==> src/hw/crg_pkg.sv <==
// Constants, register map and carrier types of the chip reset generator
`default_nettype none

package crg_pkg;

    // ------------------------------------------------------------------
    // Clock and timing
    // ------------------------------------------------------------------
    localparam int unsigned CLK_PERIOD_NS       = 20;
    localparam int unsigned PG_DELAY_NS         = 10_000;
    localparam int unsigned PG_DELAY_CYCLES     = (PG_DELAY_NS + CLK_PERIOD_NS - 1) / CLK_PERIOD_NS;
    localparam int unsigned PG_CNT_W            = $clog2(PG_DELAY_CYCLES + 1);
    localparam int unsigned PROC_STRETCH_NS     = 1_000_000;
    localparam int unsigned PROC_STRETCH_CYCLES = (PROC_STRETCH_NS + CLK_PERIOD_NS - 1) / CLK_PERIOD_NS;
    localparam int unsigned WDT_HOLD_CYCLES     = 4;
    localparam int unsigned WDT_HOLD_W          = $clog2(WDT_HOLD_CYCLES + 1);

    // ------------------------------------------------------------------
    // Register offsets (byte addresses)
    // ------------------------------------------------------------------
    localparam logic [7:0] REG_CTRL_OFS   = 8'h00;
    localparam logic [7:0] REG_LEVELS_OFS = 8'h04;
    localparam logic [7:0] REG_STATUS_OFS = 8'h08;
    localparam logic [7:0] REG_MASK_OFS   = 8'h0C;
    localparam logic [7:0] REG_WDTCNT_OFS = 8'h10;
    localparam logic [7:0] REG_CAUSE_OFS  = 8'h14;

    // ------------------------------------------------------------------
    // Field positions and reset values
    // ------------------------------------------------------------------
    localparam int unsigned CTRL_RELEASE_BIT  = 0;   // reset_out_release
    localparam int unsigned CTRL_HOST_SEL_BIT = 1;   // 0: LPC reset pin, 1: platform reset
    localparam int unsigned CTRL_PCD_BIT      = 2;   // peripheral_channel_disable
    localparam logic [7:0]  CTRL_RESET        = 8'h00;
    localparam logic [7:0]  MASK_RESET        = 8'h00;
    localparam logic [7:0]  STATUS_RESET      = 8'h00;

    // Event bits, shared by status, mask and cause registers
    localparam int unsigned EVT_WDT    = 0;
    localparam int unsigned EVT_EXTIN  = 1;
    localparam int unsigned EVT_PGFAIL = 2;
    localparam int unsigned EVT_DEBUG  = 3;
    localparam int unsigned EVT_HOST   = 4;

    // ------------------------------------------------------------------
    // Carrier types
    // ------------------------------------------------------------------
    typedef enum logic [1:0] {PG_OFF, PG_WAIT, PG_GOOD} crg_pg_e;

    typedef struct packed {
        logic vtr_ok;                // Always-on rail above threshold
        logic ext_reset_in_n;        // External reset pin
        logic main_rail_power_good;  // Main rail power good pin
        logic lpc_reset_n;           // LPC host reset pin
        logic espi_reset_n;          // eSPI reset pin
    } crg_pins_s;

    localparam int unsigned PINS_W = $bits(crg_pins_s);

    typedef struct packed {
        logic always_on_power_good;
        logic system_reset_n;
        logic host_domain_reset_n;
        logic ext_reset_out_n;
        logic processor_reset_n;
        logic platform_reset_n;
    } crg_resets_s;

endpackage : crg_pkg

`default_nettype wire

==> src/hw/crg_top.sv <==
// Chip reset generator: power-good, system, host-domain and processor resets
`default_nettype none

module crg_top
    import crg_pkg::*;
#(
    parameter int unsigned STRETCH_CYCLES = PROC_STRETCH_CYCLES,  // Processor reset stretch
    parameter int unsigned ADDR_W         = 8                     // Wishbone address width
) (
    input  wire logic              clk_i,                 // 50 MHz system clock
    input  wire logic              rst_i,                 // Synchronous reset, active high
    input  wire logic              ce_i,                  // Clock enable, freezes all state
    input  wire crg_pins_s         pins_i,                // Board and host reset pins
    input  wire logic              watchdog_event_i,      // Watchdog event pulse
    input  wire logic              debug_processor_reset_i, // Debug processor-reset bit
    input  wire logic              vw_platform_reset_i,   // Virtual-wire platform reset request
    output crg_resets_s            resets_o,              // Generated resets
    output logic                   irq_o,                 // Level interrupt
    input  wire logic              wb_cyc_i,              // Wishbone cycle
    input  wire logic              wb_stb_i,              // Wishbone strobe
    input  wire logic              wb_we_i,               // Wishbone write enable
    input  wire logic [ADDR_W-1:0] wb_adr_i,              // Wishbone byte address
    input  wire logic [3:0]        wb_sel_i,              // Wishbone byte lanes
    input  wire logic [31:0]       wb_dat_i,              // Wishbone write data
    output logic      [31:0]       wb_dat_o,              // Wishbone read data
    output logic                   wb_ack_o               // Wishbone acknowledge
);

    localparam int unsigned STRETCH_W = $clog2(STRETCH_CYCLES + 1);

    // ------------------------------------------------------------------
    // State
    // ------------------------------------------------------------------
    typedef struct packed {
        crg_pg_e                pg_state;
        logic [PG_CNT_W-1:0]    pg_cnt;
        logic [WDT_HOLD_W-1:0]  wdt_hold;
        logic [STRETCH_W-1:0]   stretch_cnt;
        crg_resets_s            rst;
        logic [7:0]             ctrl;
        logic [7:0]             status;
        logic [7:0]             mask;
        logic [7:0]             cause;
        logic [7:0]             prev;
        logic [7:0]             wdt_count;
        logic                   irq;
        logic                   ack;
        logic [31:0]            dat;
    } crg_state_s;

    localparam crg_state_s STATE_RESET = '{
        pg_state:    PG_OFF,
        pg_cnt:      '0,
        wdt_hold:    '0,
        stretch_cnt: '0,
        rst:         '0,
        ctrl:        CTRL_RESET,
        status:      STATUS_RESET,
        mask:        MASK_RESET,
        cause:       STATUS_RESET,
        prev:        '0,
        wdt_count:   '0,
        irq:         1'b0,
        ack:         1'b0,
        dat:         '0
    };

    crg_state_s s_reg;
    crg_state_s s_next;

    // ------------------------------------------------------------------
    // Helpers
    // ------------------------------------------------------------------
    // Byte-lane merge for the low data lane; upper lanes hold no storage
    function automatic logic [7:0] lane_write(input logic [7:0] old, input logic [31:0] data,
                                              input logic [3:0] sel);
        lane_write = sel[0] ? data[7:0] : old;
    endfunction : lane_write

    // Bits that a write-one-to-clear access removes
    function automatic logic [7:0] lane_clear(input logic [31:0] data, input logic [3:0] sel);
        lane_clear = sel[0] ? data[7:0] : 8'h00;
    endfunction : lane_clear

    // ------------------------------------------------------------------
    // Pin synchronisers
    // ------------------------------------------------------------------
    crg_pins_s pins_s;

    crg_sync #(
        .WIDTH (PINS_W),
        .INIT  ('0)
    ) u_pin_sync (
        .clk_i (clk_i),
        .rst_i (rst_i),
        .ce_i  (ce_i),
        .d_i   (pins_i),
        .q_o   (pins_s)
    );

    // ------------------------------------------------------------------
    // Next-state logic
    // ------------------------------------------------------------------
    logic       wdt_active;
    logic       sys_active;
    logic       host_reset_n;
    logic       platform_n;
    logic       host_active;
    logic       wb_req;
    logic [7:0] events;
    logic [7:0] sources;
    logic [7:0] clr_status;
    logic [7:0] clr_cause;

    always_comb begin
        s_next     = s_reg;
        events     = 8'h00;
        sources    = 8'h00;
        clr_status = 8'h00;
        clr_cause  = 8'h00;

        // delayed rise, immediate fall of always-on power good
        case (s_reg.pg_state)
            PG_OFF: begin
                s_next.pg_cnt = '0;
                if (pins_s.vtr_ok) begin
                    s_next.pg_state = PG_WAIT;
                end
            end
            PG_WAIT: begin
                if (!pins_s.vtr_ok) begin
                    s_next.pg_state = PG_OFF;
                end else if (s_reg.pg_cnt == PG_CNT_W'(PG_DELAY_CYCLES - 1)) begin
                    s_next.pg_state = PG_GOOD;
                end else begin
                    s_next.pg_cnt = s_reg.pg_cnt + PG_CNT_W'(1);
                end
            end
            PG_GOOD: begin
                if (!pins_s.vtr_ok) begin
                    s_next.pg_state = PG_OFF;
                end
            end
            default: begin
                s_next.pg_state = PG_OFF;
            end
        endcase
        s_next.rst.always_on_power_good = (s_next.pg_state == PG_GOOD);

        // watchdog event held as an active reset for a few cycles
        if (watchdog_event_i) begin
            s_next.wdt_hold = WDT_HOLD_W'(WDT_HOLD_CYCLES);
        end else if (s_reg.wdt_hold != '0) begin
            s_next.wdt_hold = s_reg.wdt_hold - WDT_HOLD_W'(1);
        end
        wdt_active = watchdog_event_i || (s_reg.wdt_hold != '0);

        // external pin behaves as an always-on power-on reset
        sources[EVT_EXTIN]  = !pins_s.ext_reset_in_n;
        sources[EVT_PGFAIL] = !s_next.rst.always_on_power_good;
        sources[EVT_WDT]    = wdt_active;
        sources[EVT_DEBUG]  = debug_processor_reset_i;

        sys_active = |sources;
        s_next.rst.system_reset_n = !sys_active;

        platform_n = pins_s.main_rail_power_good && pins_s.espi_reset_n && !vw_platform_reset_i
                     && !s_reg.ctrl[CTRL_PCD_BIT];
        s_next.rst.platform_reset_n = platform_n;

        host_reset_n = s_reg.ctrl[CTRL_HOST_SEL_BIT] ? s_reg.rst.platform_reset_n : pins_s.lpc_reset_n;

        host_active = sys_active || !pins_s.main_rail_power_good || !host_reset_n
                      || !s_reg.ctrl[CTRL_RELEASE_BIT] || wdt_active;
        s_next.rst.host_domain_reset_n = !host_active;

        // external reset output follows host-domain reset
        s_next.rst.ext_reset_out_n = !host_active;

        // processor reset stretched after system reset release
        if (sys_active) begin
            s_next.rst.processor_reset_n = 1'b0;
            s_next.stretch_cnt           = STRETCH_W'(STRETCH_CYCLES);
        end else if (s_reg.stretch_cnt != '0) begin
            s_next.stretch_cnt = s_reg.stretch_cnt - STRETCH_W'(1);
        end else begin
            s_next.stretch_cnt           = '0;
            s_next.rst.processor_reset_n = 1'b1;
        end

        // Events are rising edges of each reset cause
        events = sources & ~s_reg.prev;
        s_next.prev = sources;
        events[EVT_HOST] = host_active && s_reg.rst.host_domain_reset_n;

        // Wishbone slave: one request, answered on the following edge
        wb_req     = wb_cyc_i && wb_stb_i && !s_reg.ack;
        s_next.ack = wb_req;
        s_next.dat = 32'h0000_0000;
        if (wb_req && wb_we_i) begin
            case (wb_adr_i[7:0])
                REG_CTRL_OFS:   s_next.ctrl = lane_write(s_reg.ctrl, wb_dat_i, wb_sel_i);
                REG_STATUS_OFS: clr_status  = lane_clear(wb_dat_i, wb_sel_i);
                REG_MASK_OFS:   s_next.mask = lane_write(s_reg.mask, wb_dat_i, wb_sel_i);
                REG_CAUSE_OFS:  clr_cause   = lane_clear(wb_dat_i, wb_sel_i);
                default:        s_next.ctrl = s_reg.ctrl;  // Unmapped or read-only: ignored
            endcase
        end else if (wb_req) begin
            case (wb_adr_i[7:0])
                REG_CTRL_OFS:   s_next.dat = {24'h00_0000, s_reg.ctrl};
                REG_LEVELS_OFS: s_next.dat = {24'h00_0000, 2'b00, s_reg.rst};
                REG_STATUS_OFS: s_next.dat = {24'h00_0000, s_reg.status};
                REG_MASK_OFS:   s_next.dat = {24'h00_0000, s_reg.mask};
                REG_WDTCNT_OFS: s_next.dat = {24'h00_0000, s_reg.wdt_count};
                REG_CAUSE_OFS:  s_next.dat = {24'h00_0000, s_reg.cause};
                default:        s_next.dat = 32'h0000_0000;
            endcase
        end

        // Sticky status: a new event beats a clear in the same cycle
        s_next.status = (s_reg.status & ~clr_status) | events;
        // Cause bits stay set while a source is still active
        s_next.cause  = (s_reg.cause & ~clr_cause) | sources;

        // event count survives watchdog reset; only rst_i clears it
        if (watchdog_event_i) begin
            s_next.wdt_count = s_reg.wdt_count + 8'h01;
        end

        // system reset initialises always-on control registers
        // watchdog reaches these through system reset
        if (sys_active) begin
            s_next.ctrl = CTRL_RESET;
            s_next.mask = MASK_RESET;
        end

        // Interrupt level from unmasked sticky bits
        s_next.irq = |(s_next.status & s_next.mask);
    end

    // ------------------------------------------------------------------
    // State register
    // ------------------------------------------------------------------
    // Status and event count reset only here, not on system reset, so a reset cause stays readable
    always_ff @(posedge clk_i) begin
        if (rst_i) begin
            s_reg <= STATE_RESET;
        end else if (ce_i) begin
            s_reg <= s_next;
        end
    end

    // ------------------------------------------------------------------
    // Outputs, all straight from flip-flops
    // ------------------------------------------------------------------
    assign resets_o = s_reg.rst;
    assign irq_o    = s_reg.irq;
    assign wb_ack_o = s_reg.ack;
    assign wb_dat_o = s_reg.dat;

endmodule : crg_top

`default_nettype wire

==> src/hw/crg_sync.sv <==
// Two-flop synchroniser for a group of pin levels
`default_nettype none

module crg_sync #(
    parameter int unsigned       WIDTH = 1,
    parameter logic [WIDTH-1:0]  INIT  = '0
) (
    input  wire logic             clk_i,   // System clock
    input  wire logic             rst_i,   // Synchronous reset, active high
    input  wire logic             ce_i,    // Clock enable
    input  wire logic [WIDTH-1:0] d_i,     // Asynchronous levels
    output logic      [WIDTH-1:0] q_o      // Synchronised levels
);

    typedef struct packed {
        logic [WIDTH-1:0] meta;
        logic [WIDTH-1:0] safe;
    } crg_sync_s;

    crg_sync_s s_reg;
    crg_sync_s s_next;

    // ------------------------------------------------------------------
    // Stages
    // ------------------------------------------------------------------
    // First stage is read only by the second
    always_comb begin
        s_next      = s_reg;
        s_next.meta = d_i;
        s_next.safe = s_reg.meta;
    end

    always_ff @(posedge clk_i) begin
        if (rst_i) begin
            s_reg <= '{meta: INIT, safe: INIT};
        end else if (ce_i) begin
            s_reg <= s_next;
        end
    end

    assign q_o = s_reg.safe;

endmodule : crg_sync

`default_nettype wire

==> config.mk <==
export PLATFORM = sky130hd
export DESIGN_NAME = crg_top
export DESIGN_NICKNAME = d
export VERILOG_FILES = /design/src/hw/crg_pkg.sv /design/src/hw/crg_top.sv /design/src/hw/crg_sync.sv
export SDC_FILE = /design/constraint.sdc
export NUM_CORES = 1
export LEC_CHECK = 0
export ABC_AREA = 1
export BUFFER_PORTS_ARGS = -buffer_cell sky130_fd_sc_hd__buf_2
export CAP_MARGIN = 10
export CORE_UTILIZATION = 56
export DETAILED_ROUTE_END_ITERATION = 7
export PLACE_DENSITY_LB_ADDON = 0.05
export SLEW_MARGIN = 5
export SYNTH_ARGS = -nofsm -noshare
export SYNTH_HDL_FRONTEND = slang
export SYNTH_SLANG_ARGS = --single-unit
==> constraint.sdc <==
create_clock -name clk_i -period 1.95 [get_ports clk_i]
set_input_delay 0.39 -clock clk_i [delete_from_list [all_inputs] [get_ports clk_i]]
set_output_delay 0.39 -clock clk_i [all_outputs]
set_load 0.02 [all_outputs]
======== Word-level counts from Yosys, hierarchy flattened ========
Cells that the tools add are included.
storage, ports and cells
  word-level logic and storage cells ...... 114
  bits of input ports ..................... 58
  bits in registers ....................... 123
  output and inout port bits .............. 40
operators by class
  add/sub/neg operators ................... 4
  bitwise gates (word level) .............. 9
  muxes and demuxes ....................... 31
  reduce and logical (&&, ||, !) cells .... 38
  eq/ne operators ......................... 12
operators with widths
  kind                     number
  $mux W8                  15
  $pmux W8 S6              1
  $mux W16                 2
  $and A8 B8 Y8            3
  $mux W9                  2
  $pmux W9 S2              1
  $eq A8 B4 Y1 const B     2
  $eq A8 B5 Y1 const B     2
  $not A8 Y8               2
  $reduce_bool A16 Y1      1
  $sub A16 B1 Y16 const B  1
  $logic_not A1 Y1         10
  $reduce_bool A2 Y1       5
  $add A9 B1 Y9 const B    1
  $eq A9 B9 Y1 const B     1
  $add A8 B1 Y8 const B    1
  $and A4 B8 Y8            1
  $eq A8 B3 Y1 const B     1
  $logic_not A8 Y1         1
  $mux W2                  4
  $not A4 Y8               1
  $or A8 B4 Y8             1
  $or A8 B8 Y8             1
  $reduce_and A4 Y1        2
  other kinds (15)         32

======== Longest topological paths before layout ========
  word-level depth ........................ 15
  mapped depth ............................ 15
  mapped depth without buffers ............ 15

======== Hierarchy ========
Synthesis repeated with hierarchy kept, for this count alone.
unflattened totals
  cell total of the unflattened synthesis .. 767
  area, all modules ....................... 5183.7 sq um
modules (own cells, without submodules)
  module    sequential area each (sq um)  instances  area an instance (sq um)  cells an instance
  crg_top   1781.7                        1          4764.6                    704
  crg_sync  200.2                         1          419.2                     63

======== Worst setup path before layout ========
No wires, ideal clock.
  path type ............................... flip-flop to flip-flop
  start ................................... reg s_reg[107] (netlist name)
  end ..................................... reg s_reg[89] (netlist name)
  setup slack ............................. 0.323 ns
  stages on the path, launching flop included .. 14
  arrival ................................. 1.564 ns
  data required time ...................... 1.887 ns
  clock period less this slack ............ 1.627 ns
  buffers on the path ..................... 0
  setup time .............................. 0.063 ns
  cell sequence ........................... dfxtp_1 ha_1 nand2_1 nor2_1 nand3_2 nand2_2 nand3_4 nor2_8 inv_4 nor2_4 inv_2 nor2_2 a21oi_1 nor2_2
between the ends
  longest elaborated chain between the ends .. 8
ends and longest elaborated chain
  item                    RTL line        text
  from (decl)             crg_top.sv:68   crg_state_s s_reg;
  from (signal assigned)  crg_top.sv:249  s_reg <= s_next;
  $eq A9 B9 Y1            crg_top.sv:133  end else if (s_reg.pg_cnt == PG_CNT_W'(PG_DELAY_CYCLES - 1)) begin
  $mux W2                 crg_top.sv:133
  $mux W2                 crg_top.sv:131  if (!pins_s.vtr_ok) begin
  $pmux W2 S3             crg_top.sv:123  case (s_reg.pg_state)
  $eq A2 B2 Y1            crg_top.sv:148  s_next.rst.always_on_power_good = (s_next.pg_state == PG_GOOD);
  $logic_not A1 Y1        crg_top.sv:160  sources[EVT_PGFAIL] = !s_next.rst.always_on_power_good;
  $reduce_or A4 Y1        crg_top.sv:164  sys_active = |sources;
  $mux W16                crg_top.sv:181  if (sys_active) begin
Every way passes these cells.
A chain may end at the register's enable or synchronous reset.

======== Worst setup path in the final report ========
  start ................................... reg s_reg[104] (netlist name)
  end ..................................... reg s_reg[89] (netlist name)
between the ends
  longest elaborated chain between the ends .. 4
ends and longest elaborated chain
  item                RTL line        text
  $reduce_bool A3 Y1  crg_top.sv:156  wdt_active = watchdog_event_i || (s_reg.wdt_hold != '0);
  $logic_or A1 B1 Y1  crg_top.sv:156
  $reduce_or A4 Y1    crg_top.sv:164
  $mux W16            crg_top.sv:181
Every way passes these cells.

==> impl_metrics.csv <==
group,metric,value,unit
synthesis,avgSynthCellArea,6.85,um2
setup_path,arrival,2.11,ns
synthesis,yosysMostFrequentCell,"nand2_1",
synthesis,yosys_register_bits,99,
sta,finalSetupViolations,0,
synthesis,synthCells,761,
floorplan,die_h,98.5,um
sta,hold_ws,0.250,ns
setup_path,worstPathMaxFanout,5,
power_and_ir_drop,p_leak,2.64,nW
clock_tree,insertion_delay,0.37,ns
grt,overflow,0,
power_and_ir_drop,p_int,2.86,mW
sta,max_freq,555,MHz
floorplan,fp-row-count,34,
detailed_routing,vias,4991,
floorplan,io_pins,98,
sta,skew,0.0111,ns
synthesis,synth_largest_area_cell,"dfxtp_1",
cells_and_area,final_cells,933,
clock_tree,cts_buffer_depth,2,
cells_and_area,largest_register_ffs,74,
floorplan,dieArea,9700,um2
setup_path,r2r_slack,0.15,ns
power_and_ir_drop,power_frac_seq,54.4,%
grt,antenna_found_initial,0,
synthesis,synth_common_cells,"178 x nand2_1, 99 x dfxtp_1, 82 x inv_1",
placed_design,post-place-ws,-0.0130,ns
worst_hold_path,hold_path_startpoint,"pins_i[4]",
placed_design,dp_hpwl,9.83,mm
power_and_ir_drop,p_comb_share,12.6,%
power_and_ir_drop,switching_share,27.3,%
placed_design,gp_congestion,0.922,
job,maxCapViolCount,0,
grt,grt_pass1_vias,4535,
detailed_routing,routedWlPerCell,14.1,um
cells_and_area,drive_above_1_share,16.7,%
placed_design,placed_cells,915,
sta,max_slew_margin,60.7,%
clock_tree,cts_tree,"yes",
floorplan,die_w,98.5,um
power_and_ir_drop,switching_power,1.07,mW
synthesis,yosysTopAreaCellShare,38.0,%
sta,tightest_slew,0.589,ns
synthesis,ys_warn_count,0,
sta,tns,0,ns
clock_tree,cts_root_buf,"clkbuf_8",
detailed_routing,drtIter0Drc,398,
grt,grt_pass1_wl,22.0,mm
run_status,violations,"design-rule violations",
power_and_ir_drop,power.density,674,nW/um2
synthesis,synthDistinctLibCells,46,
detailed_routing,drt-vias-per-instance,5.35,
detailed_routing,routed_wl,13.2,mm
synthesis,synth_area,5210,um2
clock_tree,cts_hold_buf,0,
setup_path,worst_setup_path_end_kind,"flop",
detailed_routing,ant_nets,0,
setup_path,crit_type,"reg -> reg",
synthesis,synth_edf_count,0,
setup_path,crit_required,2.26,ns
clock_tree,cts_sinks,99,
synthesis,ys.flop_type,"dfxtp_1",
sta,rsz0062_at_grt,"no",
worst_hold_path,hold_class,"in -> reg",
synthesis,seq_area_frac_synth,38.0,%
power_and_ir_drop,finalPower,3.93,mW
clock_tree,numCtsBuffers,9,
clock_tree,htreeDepth,3,
synthesis,synth_area_leaders,"dfxtp_1 38%, nand2_1 13%, a21oi_1 6.8%, buf_4 5.9%, inv_1 5.9%",
grt,grt_usage,28.7,%
grt,grt_max_degree,52,
placed_design,port-buffer-count,46,
sta,setup_ws,0.148,ns
setup_path,setup.worst_path.start,"s_reg[104]",
sta,finalHoldViolCount,0,
cells_and_area,finalNetCount,884,
detailed_routing,drtPass1Iterations,8,
power_and_ir_drop,pwr-share-clk,32.9,%
sta,finalCriticalPeriod,1.80,ns
floorplan,start_util,58.9,%
cells_and_area,antennaDiodeCount,0,
cells_and_area,area_growth,11.9,%
clock_tree,clk_pin_slew_worst_paths,0.09,ns
power_and_ir_drop,ir_drop,0.410,mV
setup_path,cp-start-kind,"flop",
detailed_routing,remaining_drc_errors,9,
setup_path,r2r_start,"s_reg[104]",
synthesis,async_flop_share,0,%
run_status,status,"finished, violations left",
sta,finalCritPeriodShare,92.4,%
sta,slew_violations,0,
floorplan,core,8850,um2
[worst paths after layout]
| kind | endpoint | cells after the start |
|---|---|---|
| worst max-delay path | s_reg[89] | 12 |
| worst min-delay path | u_pin_sync.s_next[4] | 3 |
| worst min register to register | s_reg[54] | 2 |
| worst max register to register | s_reg[89] | 12 |
[worst max-delay path: stages (launching register included)]
cell and delay [ns]:
dfxtp_1 0.31, inv_1 0.06, ha_2 0.19, nand3_4 0.09, nor3_4 0.23, nand3_4 0.18
nor2_8 0.16, inv_4 0.05, nor2_4 0.19, inv_2 0.06, nor2_2 0.07, a21oi_1 0.05
nor2_2 0.08
[layout make-up]
| class | instances | area (um2) |
|---|---|---|
| clock buffer | 12 | 135 |
| clock inverter | 4 | 51.3 |
| fill | 830 | 3020 |
| inverter | 87 | 329 |
| multi-input combinational | 535 | 2640 |
| sequential | 99 | 1980 |
| tap | 108 | 135 |
| timing repair buffer | 88 | 562 |
[logic make-up after synthesis]
| family | Yosys count | synth area share, % |
|---|---|---|
| AND/OR/NAND/NOR | 348 | 29.4 |
| buffers and inverters | 151 | 14.0 |
| AO/OA/AOI/OAI | 147 | 15.5 |
| flip-flops | 99 | 38.0 |
| XOR/XNOR | 9 | 1.51 |
| adder cells (fa/ha/maj) | 6 | 1.44 |
| other | 1 | 0.0720 |
[cell usage in the layout, fill, tap and decap left out, types with 3 or more instances in the layout]
cell        n
a221oi_1    3
ha_1        4
clkbuf_1    3
o21ai_0    48
a21oi_1    71
o22ai_1     3
nor3b_1     3
xor2_1      3
nand3_1    49
a211oi_1    6
nor2_2      8
nor3_1      7
clkbuf_8    9
conb_1     24
buf_4      40
dfxtp_1    98
nand2_1   176
o211ai_1    7
inv_1      80
inv_2       5
xnor2_1     6
buf_2      46
nand3b_1    3
nand2_2     4
nand4_1    11
nor2_1     73
nor2_4      3
[power by group through the flow]
stage	clock, mW	combinational (mW)	sequential, mW
after floorplan	0	0.364	2.17
after detailed placement	0	0.479	2.19
after CTS	1.32	0.480	2.14
after global placement	0	0.468	2.18
after global routing	1.40	0.558	2.15
final	1.29	0.496	2.14
[routing by layer]
layer  share of wire (%)  up-vias  wire (um)  track usage, %
li1                    -     2518          -               -
met4                0.91        0        120            8.27
met5                   0        -          0               0
met2                  45      207       5900            45.7
met3                 7.6       10       1010            5.11
met1                  47     2256       6160            40.1
[repair_timing]
item                       4_1_cts  5_1_grt
resized for setup                0       17
setup endpoints to repair        0       23
setup buffers                    0        1
[per-stage QoR]
step	util, %	area, um2
2_1_floorplan	-	5300
3_3_place_gp	63.1	5580
3_5_place_dp	63.1	5580
4_1_cts	65.2	5770
5_1_grt	65.9	5830
6_report	65.9	5830
(Power assumes the default switching activity.)
